<file path="src/pkg/adc_seq_pkg.sv">
/*
 * Shared constants for the conversion sequencer: register map, field
 * positions, reset values, divider figures and sequence lengths.
 * Assumes a 250 MHz core clock that also stands for the device oscillator.
 */
package adc_seq_pkg;

    // ------------------------------------------------------------
    // Register byte offsets
    // ------------------------------------------------------------
    localparam logic [7:0] CTRL_OFS = 8'h00;
    localparam logic [7:0] RESULT_OFS = 8'h04;
    localparam logic [7:0] PIN_CFG_OFS = 8'h08;
    localparam logic [7:0] PORT_DIR_OFS = 8'h0C;
    localparam logic [7:0] PORT_DATA_OFS = 8'h10;
    localparam logic [7:0] IRQ_STATUS_OFS = 8'h14;
    localparam logic [7:0] IRQ_MASK_OFS = 8'h18;

    // ------------------------------------------------------------
    // Control register fields and the done interrupt bit
    // ------------------------------------------------------------
    localparam int POWER_ON_BIT = 0;
    localparam int GO_BIT = 2;
    localparam int CHAN_LSB = 3;
    localparam int CLK_SEL_LSB = 6;
    localparam int DONE_IRQ_BIT = 0;

    // ------------------------------------------------------------
    // Reset values
    // ------------------------------------------------------------
    localparam logic [7:0] RESULT_RST = 8'h00;
    localparam logic [7:0] PORT_DIR_RST = 8'hFF;
    localparam logic [1:0] PIN_CFG_RST = 2'h0;

    // ------------------------------------------------------------
    // Clock select codes and half bit periods in core cycles
    // ------------------------------------------------------------
    localparam logic [1:0] CLK_DIV2 = 2'h0;
    localparam logic [1:0] CLK_DIV8 = 2'h1;
    localparam logic [1:0] CLK_DIV32 = 2'h2;
    localparam logic [1:0] CLK_RC = 2'h3;
    localparam int OSC_PER_DIV2 = 2;
    localparam int OSC_PER_DIV8 = 8;
    localparam int OSC_PER_DIV32 = 32;
    localparam logic [4:0] HALF_DIV2 = 5'(OSC_PER_DIV2 / 2);
    localparam logic [4:0] HALF_DIV8 = 5'(OSC_PER_DIV8 / 2);
    localparam logic [4:0] HALF_DIV32 = 5'(OSC_PER_DIV32 / 2);

    // ------------------------------------------------------------
    // Sequence lengths in half bit periods
    // ------------------------------------------------------------
    localparam logic [4:0] SETTLE_HALVES = 5'd3;
    localparam logic [4:0] CONV_HALVES = 5'd19;
    localparam logic [4:0] HOLDOFF_HALVES = 5'd4;

    typedef enum {ST_ACQ, ST_CONV, ST_HOLD} seq_state_t;

endpackage : adc_seq_pkg

</file>
<file path="src/verilog/bit_period_gen.sv">
/*
 * Bit period generator: emits a one-cycle pulse every half bit period,
 * from the core clock by the selected divider or from the RC clock pin.
 * Assumes the RC clock pin is asynchronous and much slower than the core.
 */
`timescale 1ns/1ps
module bit_period_gen
    import adc_seq_pkg::*;
(
    // Clock and reset
    input wire logic clk_i,
    input wire logic rst_n_i,
    // Control
    input wire logic run_i,
    input wire logic [1:0] clk_sel_i,
    input wire logic rc_clk_i,
    // Output
    output logic half_tick_o
);

    logic [4:0] cnt_r;
    logic [4:0] half_len;
    logic rc_meta_r;
    logic rc_sync_r;
    logic rc_last_r;

    always_comb
    begin
        unique case (clk_sel_i)
            CLK_DIV2: half_len = HALF_DIV2;
            CLK_DIV8: half_len = HALF_DIV8;
            CLK_DIV32: half_len = HALF_DIV32;
            CLK_RC: half_len = HALF_DIV2;
        endcase
    end

    always_ff @(posedge clk_i)
    begin
        if (!rst_n_i || !run_i || cnt_r == half_len - 5'd1)
            cnt_r <= 5'd0;
        else
            cnt_r <= cnt_r + 5'd1;
    end

    always_ff @(posedge clk_i)
    begin
        if (!rst_n_i)
        begin
            rc_meta_r <= 1'b0;
            rc_sync_r <= 1'b0;
            rc_last_r <= 1'b0;
        end
        else
        begin
            rc_meta_r <= rc_clk_i;
            rc_sync_r <= rc_meta_r;
            rc_last_r <= rc_sync_r;
        end
    end

    // each RC edge is half a bit period
    assign half_tick_o = run_i && ((clk_sel_i == CLK_RC) ? (rc_sync_r ^ rc_last_r)
                                                          : (cnt_r == half_len - 5'd1));

endmodule : bit_period_gen

</file>
<file path="src/verilog/sar_engine.sv">
/*
 * Successive approximation register: trial code out, comparator in,
 * one bit decided per step, most significant first.
 * Assumes the comparator output is settled when a step arrives.
 */
`timescale 1ns/1ps
module sar_engine
    import adc_seq_pkg::*;
#(
    parameter int WIDTH = 8
)
(
    // Clock and reset
    input wire logic clk_i,
    input wire logic rst_n_i,
    // Sequence control
    input wire logic clear_i,
    input wire logic step_i,
    input wire logic comp_i,
    // Results
    output logic [WIDTH-1:0] trial_o,
    output logic [WIDTH-1:0] result_o,
    output logic done_o
);

    logic [WIDTH-1:0] bits_r;
    logic [WIDTH-1:0] mask_r;

    if (WIDTH < 2 || WIDTH > 16)
    begin : g_width_chk
        $error("sar_engine WIDTH out of range");
    end

    assign trial_o = bits_r | mask_r;

    always_ff @(posedge clk_i)
    begin
        if (!rst_n_i || clear_i)
        begin
            bits_r <= '0;
            mask_r <= {1'b1, {(WIDTH-1){1'b0}}};
            done_o <= 1'b0;
        end
        else
        begin
            done_o <= step_i && mask_r[0];
            if (step_i && mask_r != '0)
            begin
                for (int i = 0; i < WIDTH; i++)
                begin
                    if (mask_r[i])
                        bits_r[i] <= comp_i;
                end
                mask_r <= mask_r >> 1;
            end
        end
    end

    assign result_o = bits_r;

endmodule : sar_engine

</file>
<file path="src/verilog/adc_conversion_sequencer.sv">
/*
 * Conversion sequencer top: AHB-Lite register slave, acquisition,
 * conversion, hold-off and abort sequencing, port read-back masking
 * and the done interrupt.
 * Assumes one 250 MHz clock standing in for the device oscillator, an
 * external comparator and trial DAC, and a master doing single words.
 */
// Register access over AHB-Lite and the placing of the registers are this design's own decisions.
`timescale 1ns/1ps
module adc_conversion_sequencer
    import adc_seq_pkg::*;
#(
    parameter int RES_BITS = 8,
    parameter int PORT_WIDTH = 8
)
(
    // Clock and reset
    input wire logic CORE_CLK_I,
    input wire logic NRST_I,
    // AHB-Lite slave
    input wire logic HSEL_I,
    input wire logic [7:0] HADDR_I,
    input wire logic [1:0] HTRANS_I,
    input wire logic HWRITE_I,
    input wire logic [2:0] HSIZE_I,
    input wire logic [31:0] HWDATA_I,
    input wire logic HREADY_I,
    output logic HREADYOUT_O,
    output logic HRESP_O,
    output logic [31:0] HRDATA_O,
    // Analog front end
    input wire logic RC_CLK_I,
    input wire logic COMP_I,
    output logic [RES_BITS-1:0] DAC_O,
    output logic [2:0] CHAN_SEL_O,
    output logic SAMPLE_O,
    // Port pins
    input wire logic [PORT_WIDTH-1:0] PORT_PIN_I,
    output logic [PORT_WIDTH-1:0] PORT_OUT_O,
    output logic [PORT_WIDTH-1:0] PORT_OE_N_O,
    // Interrupt
    output logic IRQ_O
);

    // Reset value is byte wide and the analog mask sets four pins, so ports run from four to eight pins
    if (RES_BITS != 8)
    begin : g_res_chk
        $error("RES_BITS must be 8 for the 9.5 period sequence");
    end
    if (PORT_WIDTH < 4 || PORT_WIDTH > 8)
    begin : g_port_chk
        $error("PORT_WIDTH out of range");
    end

    // ------------------------------------------------------------
    // Register state
    // ------------------------------------------------------------
    logic power_on_r;
    logic go_r;
    logic [2:0] chan_r;
    logic [1:0] clk_sel_r;
    logic [RES_BITS-1:0] result_r;
    logic [1:0] pin_cfg_r;
    logic [PORT_WIDTH-1:0] dir_r;
    logic [PORT_WIDTH-1:0] port_out_r;
    logic irq_stat_r;
    logic irq_mask_r;

    // ------------------------------------------------------------
    // Bus phase capture
    // ------------------------------------------------------------
    logic wr_pend_r;
    logic [7:0] wr_addr_r;
    logic addr_phase;
    logic wr_now;

    // ------------------------------------------------------------
    // Sequencer signals
    // ------------------------------------------------------------
    seq_state_t state_r;
    logic [4:0] half_cnt_r;
    logic half_tick;
    logic sar_step;
    logic sar_done;
    logic sar_clear;
    logic [RES_BITS-1:0] sar_result;
    logic conv_done;
    logic go_wr_clear;

    function automatic logic [PORT_WIDTH-1:0] analog_mask(input logic [1:0] cfg);
        logic [PORT_WIDTH-1:0] m;
        m = '0;
        unique case (cfg)
            2'h0: m[3:0] = 4'hF;
            2'h1: m[3:0] = 4'hF;
            2'h2: m[1:0] = 2'h3;
            2'h3: m = '0;
        endcase
        return m;
    endfunction : analog_mask

    assign addr_phase = HSEL_I && HREADY_I && HTRANS_I[1];
    assign wr_now = wr_pend_r;
    assign HREADYOUT_O = 1'b1;
    assign HRESP_O = 1'b0;

    always_ff @(posedge CORE_CLK_I)
    begin
        if (!NRST_I)
        begin
            wr_pend_r <= 1'b0;
            wr_addr_r <= 8'h00;
        end
        else
        begin
            wr_pend_r <= addr_phase && HWRITE_I;
            if (addr_phase)
                wr_addr_r <= HADDR_I;
        end
    end

    // ------------------------------------------------------------
    // Read data, registered in the address phase
    // ------------------------------------------------------------
    always_ff @(posedge CORE_CLK_I)
    begin
        if (!NRST_I)
            HRDATA_O <= 32'h00000000;
        else if (addr_phase && !HWRITE_I)
        begin
            HRDATA_O <= 32'h00000000;
            unique case (HADDR_I)
                CTRL_OFS:
                begin
                    HRDATA_O[POWER_ON_BIT] <= power_on_r;
                    HRDATA_O[GO_BIT] <= go_r;
                    HRDATA_O[CHAN_LSB +: 3] <= chan_r;
                    HRDATA_O[CLK_SEL_LSB +: 2] <= clk_sel_r;
                end
                RESULT_OFS: HRDATA_O[RES_BITS-1:0] <= result_r;
                PIN_CFG_OFS: HRDATA_O[1:0] <= pin_cfg_r;
                PORT_DIR_OFS: HRDATA_O[PORT_WIDTH-1:0] <= dir_r;
                PORT_DATA_OFS: HRDATA_O[PORT_WIDTH-1:0] <= PORT_PIN_I & ~analog_mask(pin_cfg_r);
                IRQ_STATUS_OFS: HRDATA_O[DONE_IRQ_BIT] <= irq_stat_r;
                IRQ_MASK_OFS: HRDATA_O[DONE_IRQ_BIT] <= irq_mask_r;
                default: HRDATA_O <= 32'h00000000;
            endcase
        end
    end

    // ------------------------------------------------------------
    // Control register
    // ------------------------------------------------------------
    assign go_wr_clear = wr_now && wr_addr_r == CTRL_OFS && !HWDATA_I[GO_BIT];

    always_ff @(posedge CORE_CLK_I)
    begin
        if (!NRST_I)
        begin
            power_on_r <= 1'b0;
            chan_r <= 3'h0;
            clk_sel_r <= CLK_DIV2;
        end
        else if (wr_now && wr_addr_r == CTRL_OFS)
        begin
            power_on_r <= HWDATA_I[POWER_ON_BIT];
            chan_r <= HWDATA_I[CHAN_LSB +: 3];
            clk_sel_r <= HWDATA_I[CLK_SEL_LSB +: 2];
        end
    end

    always_ff @(posedge CORE_CLK_I)
    begin
        if (!NRST_I || conv_done)
            go_r <= 1'b0;
        else if (wr_now && wr_addr_r == CTRL_OFS)
            go_r <= HWDATA_I[GO_BIT];
    end

    // ------------------------------------------------------------
    // Result register
    // ------------------------------------------------------------
    // only completion or software loads it
    always_ff @(posedge CORE_CLK_I)
    begin
        if (!NRST_I)
            result_r <= RESULT_RST;
        else if (conv_done)
            result_r <= sar_result;
        else if (wr_now && wr_addr_r == RESULT_OFS)
            result_r <= HWDATA_I[RES_BITS-1:0];
    end

    // ------------------------------------------------------------
    // Port configuration and output latch
    // ------------------------------------------------------------
    always_ff @(posedge CORE_CLK_I)
    begin
        if (!NRST_I)
        begin
            pin_cfg_r <= PIN_CFG_RST;
            dir_r <= PORT_DIR_RST[PORT_WIDTH-1:0];
            port_out_r <= '0;
        end
        else if (wr_now)
        begin
            if (wr_addr_r == PIN_CFG_OFS)
                pin_cfg_r <= HWDATA_I[1:0];
            if (wr_addr_r == PORT_DIR_OFS)
                dir_r <= HWDATA_I[PORT_WIDTH-1:0];
            if (wr_addr_r == PORT_DATA_OFS)
                port_out_r <= HWDATA_I[PORT_WIDTH-1:0];
        end
    end

    // Direction bit 1 means input; enable low drives the pin
    assign PORT_OUT_O = port_out_r;
    assign PORT_OE_N_O = dir_r;

    // ------------------------------------------------------------
    // Interrupt
    // ------------------------------------------------------------
    // done flag, set wins over clear
    always_ff @(posedge CORE_CLK_I)
    begin
        if (!NRST_I)
            irq_stat_r <= 1'b0;
        else if (conv_done)
            irq_stat_r <= 1'b1;
        else if (wr_now && wr_addr_r == IRQ_STATUS_OFS && HWDATA_I[DONE_IRQ_BIT])
            irq_stat_r <= 1'b0;
    end

    always_ff @(posedge CORE_CLK_I)
    begin
        if (!NRST_I)
            irq_mask_r <= 1'b0;
        else if (wr_now && wr_addr_r == IRQ_MASK_OFS)
            irq_mask_r <= HWDATA_I[DONE_IRQ_BIT];
    end

    assign IRQ_O = irq_stat_r && irq_mask_r;

    // ------------------------------------------------------------
    // Bit period source
    // ------------------------------------------------------------
    bit_period_gen u_bit_period_gen (
        .clk_i(CORE_CLK_I),
        .rst_n_i(NRST_I),
        .run_i(state_r != ST_ACQ),
        .clk_sel_i(clk_sel_r),
        .rc_clk_i(RC_CLK_I),
        .half_tick_o(half_tick)
    );

    // ------------------------------------------------------------
    // Sequence state
    // ------------------------------------------------------------
    // start depends only on power and start bit
    always_ff @(posedge CORE_CLK_I)
    begin
        if (!NRST_I)
        begin
            state_r <= ST_ACQ;
            half_cnt_r <= 5'd0;
        end
        else
        begin
            unique case (state_r)
                ST_ACQ:
                begin
                    half_cnt_r <= 5'd0;
                    if (power_on_r && go_r && !go_wr_clear)
                        state_r <= ST_CONV;
                end
                ST_CONV:
                begin
                    if (go_wr_clear || !power_on_r)
                    begin
                        state_r <= ST_HOLD;
                        half_cnt_r <= 5'd0;
                    end
                    else if (conv_done)
                    begin
                        state_r <= ST_HOLD;
                        half_cnt_r <= 5'd0;
                    end
                    // nineteen half periods then stop counting
                    else if (half_tick && half_cnt_r != CONV_HALVES)
                        half_cnt_r <= half_cnt_r + 5'd1;
                end
                ST_HOLD:
                begin
                    if (half_tick && half_cnt_r == HOLDOFF_HALVES - 5'd1)
                        state_r <= ST_ACQ;
                    if (half_tick)
                        half_cnt_r <= half_cnt_r + 5'd1;
                end
            endcase
        end
    end

    // a bit decided at the end of each full period after settling
    assign sar_step = state_r == ST_CONV && half_tick && half_cnt_r > SETTLE_HALVES
                      && !half_cnt_r[0] && half_cnt_r < CONV_HALVES;
    assign sar_clear = state_r != ST_CONV;
    assign conv_done = state_r == ST_CONV && sar_done && go_r && !go_wr_clear && power_on_r;

    sar_engine #(
        .WIDTH(RES_BITS)
    ) u_sar_engine (
        .clk_i(CORE_CLK_I),
        .rst_n_i(NRST_I),
        .clear_i(sar_clear),
        .step_i(sar_step),
        .comp_i(COMP_I),
        .trial_o(DAC_O),
        .result_o(sar_result),
        .done_o(sar_done)
    );

    // ------------------------------------------------------------
    // Analog front end controls
    // ------------------------------------------------------------
    // capacitor disconnected outside acquisition
    assign SAMPLE_O = state_r == ST_ACQ && power_on_r;
    assign CHAN_SEL_O = chan_r;

endmodule : adc_conversion_sequencer

</file>
<file path="config.mk">
export PLATFORM = sky130hd
export DESIGN_NAME = adc_conversion_sequencer
export DESIGN_NICKNAME = d
export VERILOG_FILES = /design/src/pkg/adc_seq_pkg.sv /design/src/verilog/bit_period_gen.sv /design/src/verilog/sar_engine.sv /design/src/verilog/adc_conversion_sequencer.sv
export SDC_FILE = /design/constraint.sdc
export NUM_CORES = 1
export LEC_CHECK = 0
export ABC_AREA = 1
export BUFFER_PORTS_ARGS = -buffer_cell sky130_fd_sc_hd__buf_2
export CORE_UTILIZATION = 43
export DETAILED_ROUTE_END_ITERATION = 10
export GPL_ROUTABILITY_DRIVEN = 0
export PLACE_DENSITY = 0.69
export SLEW_MARGIN = 0
export SYNTH_ARGS = -nofsm -noshare
export SYNTH_HDL_FRONTEND = slang
export SYNTH_SLANG_ARGS = --single-unit
</file>
<file path="constraint.sdc">
create_clock -name CORE_CLK_I -period 2.2 [get_ports CORE_CLK_I]
set_input_delay 0.44 -clock CORE_CLK_I [delete_from_list [all_inputs] [get_ports CORE_CLK_I]]
set_output_delay 0.44 -clock CORE_CLK_I [all_outputs]
set_load 0.005 [all_outputs]
</file>
# Word level (Yosys, flattened, before mapping)
# Index checks and enable logic that the tools add are counted.
# classes
n_reduce_logical	65
addsub	3
magnitude_cmp	2
n_bitwise	4
muxes	30
eq_ne	30
# op_table
operator	count
$mux W32	4
$pmux W32 S3	1
$eq A32 B2 Y1 const B	2
$logic_not A32 Y1	2
$eq A8 B5 Y1 const B	6
$eq A32 B1 Y1 const B	1
$eq A8 B4 Y1 const B	4
$ne A32 B2 Y1 const B	1
$reduce_bool A32 Y1	1
$pmux W5 S3	2
$logic_and A1 B1 Y1	27
$pmux W6 S4	1
$reduce_and A2 Y1	12
$mux W5	4
$eq A8 B3 Y1 const B	2
$logic_not A8 Y1	2
$mux W8	2
$mux W2	7
$mux W4	3
$add A5 B1 Y5 const B	2
$and A8 B8 Y8	1
$eq A2 B2 Y1 const B	4
$not A8 Y8	1
$or A8 B8 Y8	1
23 further kinds	41
# totals
input_bits	60
regBits	114
wordCells	163
out_inout_bits	63

# Longest topological paths before layout
# depth
word_depth	13
depth_mapped	15
mapped_depth_nobuf	15

# Hierarchy
# A second synthesis with hierarchy kept.
# unflattened
cells_unflattened	612
hier_area_um2	4383.0
# modules_own_cells
module	seq_area_each_um2	instances	area_each_um2	cells_per_inst
adc_conversion_sequencer	1181.1	1	3194.3	438
sar_engine	340.3	1	779.5	118
bit_period_gen	160.2	1	409.1	56

# Worst setup path before layout
# Ideal clock, no wire load.
# synth_timing
path_kind	flip-flop to flip-flop
start	reg clk_sel_r[0]
end	reg u_sar_engine.bits_r[1] (netlist: u_sar_engine.result_o[1])
arrival_ns	1.521
path_stages_with_launch	16
period_less_slack_ns	1.633
setup_slack_ns	0.567
path_buffers	1
t_required_ns	2.087
setup_time_ns	0.113
path_cell_list	dfxtp_1 inv_1 ha_1 inv_1 nand2_1 nand2_1 nand2_1 nand2_1 nand3_2 nand2_4 nand4_4 buf_6 inv_2 nand2_1 nor2_1 nor2_1
# synth_via
elab_chain_len	13
elab_cells_between_ends	16
classes_between	1 x add/sub; 4 x eq/ne; 2 x mux; 9 x reduce/logical
# synth_rtl
item	line_no	source
from (decl)	adc_conversion_sequencer.sv:61	logic [1:0] clk_sel_r;
from (signal assigned)	adc_conversion_sequencer.sv:168	clk_sel_r <= HWDATA_I[CLK_SEL_LSB +: 2];
$eq A2 B2 Y1 / $logic_not A2 Y1 (equally long branches)	bit_period_gen.sv:29, bit_period_gen.sv:62	
$reduce_or A2 Y1 (no line)	-	
$pmux W5 S3	bit_period_gen.sv:29	unique case (clk_sel_i)
$sub A5 B1 Y5	bit_period_gen.sv:63	: (cnt_r == half_len - 5'd1));
$eq A5 B5 Y1	bit_period_gen.sv:63	
$mux W1 (*)	bit_period_gen.sv:62	assign half_tick_o = run_i && ((clk_sel_i == CLK_RC) ? (rc_sync_r ^ rc_last_r)
$logic_and A1 B1 Y1 (*)	bit_period_gen.sv:62	
$logic_and A1 B1 Y1 (*) (2 in a row)	adc_conversion_sequencer.sv:304	assign sar_step = state_r == ST_CONV && half_tick && half_cnt_r > SETTLE_HALVES
$logic_and A1 B1 Y1 (*) (2 in a row)	adc_conversion_sequencer.sv:305	&& !half_cnt_r[0] && half_cnt_r < CONV_HALVES;
$logic_and A1 B1 Y1 (*)	sar_engine.sv:47	if (step_i && mask_r != '0)
$reduce_and A2 Y1 (no line) (*)	-	
to (signal, indexed assignment)	sar_engine.sv:52	bits_r[i] <= comp_i;
to (decl)	sar_engine.sv:26	logic [WIDTH-1:0] bits_r;
# Every way passes the cells marked *; elsewhere a longest branch is shown, timed or not. The select of a mux whose other input is x is not followed.
# A chain may end at the register's enable or synchronous reset.

# Worst setup path in the final report
# layout_timing
start	reg clk_sel_r[0]
end	reg u_sar_engine.bits_r[4] (netlist: u_sar_engine.result_o[4])
# Same word-level chain as after synthesis.

==> impl_metrics.yaml <==
status:
  outcome: "completed"
setup_path:
  critPathBufInv: 2
  crit_chain: "inv_1, ha_1, inv_1, nand2_1, nand2_1, nand2_1, nand2_1, nand3_2, nand2_4, nand4_4, nor2_1, nand2_1, nand2_1, nor2_1"
  critical_path_arrival_ns: 2.23
  critPathKind: "register to register"
  cp-end-kind: "register"
  required_ns: 2.45
  path_max_fanout: 13
  cpPeakStageDelay_ns: 0.37
  cpMostUsedCell: "nand2_1"
  critical_path.slowest_cell: "dfxtp_1"
  critPathLaunchType: "register"
  cp_top_family: "simple AND/OR/NAND/NOR gates"
timing:
  maxSlewViolCount: 0
  slew_headroom: 0.663
  fin_skew_ns: 0.00866
  tightest_slew_ns: 0.503
  finalHoldViolCount: 0
  finalCritPeriodShare: 0.899
  layout_min_cycle_time_ns: 1.98
  setup_viol: 0
  max_freq_ghz: 0.506
  setup_tns_ns: 0
  rsz0062_at_grt: "yes"
  setup_slack_ns: 0.223
drt:
  vias: 3880
  routed_wl_um: 9540
  vias_per_cell: 4.67
  antenna_left: 0
  drc: 0
  drt_iter0_drc: 113
  wl_per_cell_um: 11.5
  drtPass1Iterations: 4
die:
  start_util: 0.441
  ios: 123
  core_mm2: 0.00973
  rows: 36
  die_w_um: 102
  die_y_um: 102
  dieArea_mm2: 0.0104
clocking:
  h-tree-depth: 3
  cts_tree: "built"
  post_cts_buffers: 0
  clockBufferDepth: 2
  clk_pin_slew_ns: 0.08
  clkSinkCount: 84
  cts_made_buffers: 9
  clkLatencyLatePin_ns: 0.36
  root_buffer: "clkbuf_8"
run:
  maxCapViolations: 0
cells_and_area:
  syn_to_final_growth_pct: 14.1
  fin_util: 0.503
  drive_above_1_share: 0.181
  fillers: 982
  num-nets-final: 761
  antenna_cells: 0
synthesis:
  ys_seq_elements: 84
  synth_cells: 620
  yosysSeqAreaShare: 0.392
  synth.avg_cell_area_um2: 6.92
  synthDistinctLibCells: 37
  synth_area_mm2: 0.00429
  ys_warn_count: 0
power_and_ir_drop:
  p_leak_nw: 2.24
  vdd_drop_max_uv: 301
  cellPowerDensity_mw_per_mm2: 696
placement:
  place_worst_setup_slack_ns: 0.232
  hpwl_um: 7310
  io_buffers: 68
grt:
  grt_overflow: 0
  grtUsageTotal: 0.197
  grt_pass1_wl_um: 16000
  grt_max_degree: 33
  antenna_found_initial: 0
  grt_pass1_vias: 3610
worst_hold_path:
  hold_path.class: "input port to register"
## worst register-to-register path, stage by stage (launching register included)
cell and delay, ns:
dfxtp_1 0.37, inv_1 0.08, ha_1 0.23, inv_1 0.08, nand2_1 0.07, nand2_1 0.06, nand2_1 0.05, nand2_1 0.07
nand3_2 0.09, nand2_4 0.10, nand4_4 0.23, nor2_1 0.28, nand2_1 0.08, nand2_1 0.06, nor2_1 0.04
## power by group
group / total [mW] / leakage, nW / internal, mW / switching, mW
registers: 1.61 / 0.679 / 1.57 / 0.0427
logic: 0.591 / 1.46 / 0.193 / 0.399
clock network: 1.20 / 0.102 / 0.640 / 0.563
total: 3.41 / 2.24 / 2.40 / 1.00
## timing repair
action | in CTS | in global routing
setup endpoints to repair | 0 | 3
hold buffers | 0 | 0
resized for setup | 0 | 0
## state kept, by name, indices dropped and copies added, names as in the netlist
signal                      count
CHAN_SEL_O                      3
HRDATA_O                        8
PORT_OE_N_O                     8
PORT_OUT_O                      8
clk_sel_r                       2
go_r                            1
half_cnt_r                      5
irq_mask_r                      1
irq_stat_r                      1
pin_cfg_r                       2
power_on_r                      1
result_r                        8
state_r                         2
u_bit_period_gen.cnt_r          5
u_bit_period_gen.rc_last_r      1
u_bit_period_gen.rc_meta_r      1
u_bit_period_gen.rc_sync_r      1
u_sar_engine.done_o             1
u_sar_engine.mask_r             8
u_sar_engine.result_o           8
wr_addr_r                       8
wr_now                          1
## logic make-up (layout without fill, tap and decap cells)
kind of cell | count (synthesis) | count (layout) | share of synthesized area
AND/OR/NAND/NOR | 307 | 307 | 0.322
flip-flops | 84 | 84 | 0.392
AO/OA/AOI/OAI | 99 | 99 | 0.121
other | 2 | 26 | 0.00175
buffers and inverters | 114 | 167 | 0.127
XOR/XNOR | 5 | 5 | 0.0102
adder cells (fa/ha/maj) | 9 | 9 | 0.0262
## per-stage QoR
step | total power, mW | hold slack (ns) | instances | instance area [um^2]
after global placement | 2.22 | 0.401 | 814 | 4680
final | 3.41 | 0.269 | 830 | 4890
after global routing | 3.61 | 0.291 | 830 | 4890
after floorplan | 2.13 | 0.390 | 644 | 4380
after detailed placement | 2.24 | 0.411 | 814 | 4680
after CTS | 3.44 | 0.258 | 830 | 4890
## layout make-up
cell class / instances / area, um^2 / area share
sequential: 84 / 1680 / 0.344
clock buffer: 10 / 128 / 0.0261
multi-input combinational: 446 / 2160 / 0.440
timing repair buffer: 74 / 385 / 0.0787
clock inverter: 6 / 88.8 / 0.0181
tap: 133 / 166 / 0.0340
inverter: 77 / 289 / 0.0590
## cell usage after synthesis
library cell | count | share of area
nand2_1 | 122 | 0.11
nor2_1 | 105 | 0.092
dfxtp_1 | 84 | 0.39
inv_1 | 70 | 0.061
o21ai_0 | 62 | 0.072
nand3_1 | 34 | 0.040
a21oi_1 | 30 | 0.035
buf_4 | 26 | 0.045
ha_1 | 9 | 0.026
nor3_1 | 8 | 0.0093
or2_2 | 8 | 0.012
nor2_2 | 6 | 0.0087
clkbuf_1 | 5 | 0.0044
nand2_2 | 5 | 0.0073
inv_2 | 4 | 0.0035
xor2_1 | 4 | 0.0082
buf_2 | 3 | 0.0035
clkinv_1 | 3 | 0.0026
nand3_2 | 3 | 0.0070
nand4_1 | 3 | 0.0044
nor3_4 | 3 | 0.011
buf_6 | 2 | 0.0052
conb_1 | 2 | 0.0017
nand3b_1 | 2 | 0.0035
nor2_4 | 2 | 0.0052
o211ai_1 | 2 | 0.0035
o21ai_1 | 2 | 0.0023
o21bai_2 | 2 | 0.0052
buf_1 | 1 | 0.00087
nand2_4 | 1 | 0.0026
nand2b_1 | 1 | 0.0015
nand4_2 | 1 | 0.0029
nand4_4 | 1 | 0.0050
nor3_2 | 1 | 0.0023
nor4_1 | 1 | 0.0015
o211a_1 | 1 | 0.0023
xnor2_1 | 1 | 0.0020
## cell usage in the layout (no fill, tap or decap), types with 3 or more instances in the layout
cell type,count
nand2_1,122
nor2_1,105
dfxtp_1,84
inv_1,70
buf_2,68
o21ai_0,62
nand3_1,34
a21oi_1,30
conb_1,26
ha_1,9
clkbuf_8,9
or2_2,8
nor3_1,8
nor2_2,6
buf_4,6
nand2_2,5
inv_2,4
xor2_1,4
nand4_1,3
nor3_4,3
clkinv_1,3
nand3_2,3
## final timing paths
path | slack, ns | depth (start not counted) | from | end
worst min-delay path | 0.27 | 3 | RC_CLK_I | u_bit_period_gen.rc_meta_r
worst min register to register | 0.43 | 2 | u_bit_period_gen.rc_meta_r | u_bit_period_gen.rc_sync_r
worst max-delay path | 0.22 | 14 | clk_sel_r[0] | u_sar_engine.result_o[4]
worst max register to register | 0.22 | 14 | clk_sel_r[0] | u_sar_engine.result_o[4]
## per-layer routing
layer,up-vias,wire (um),global-route usage,share of wire
li1,2049,-,-,-
met1,1705,4250,0.239,0.45
met2,107,4490,0.342,0.47
met3,19,593,0.0438,0.062
met4,0,201,0.0703,0.021
met5,-,0,0,0
Note: power is estimated with default switching activity, not from simulation.
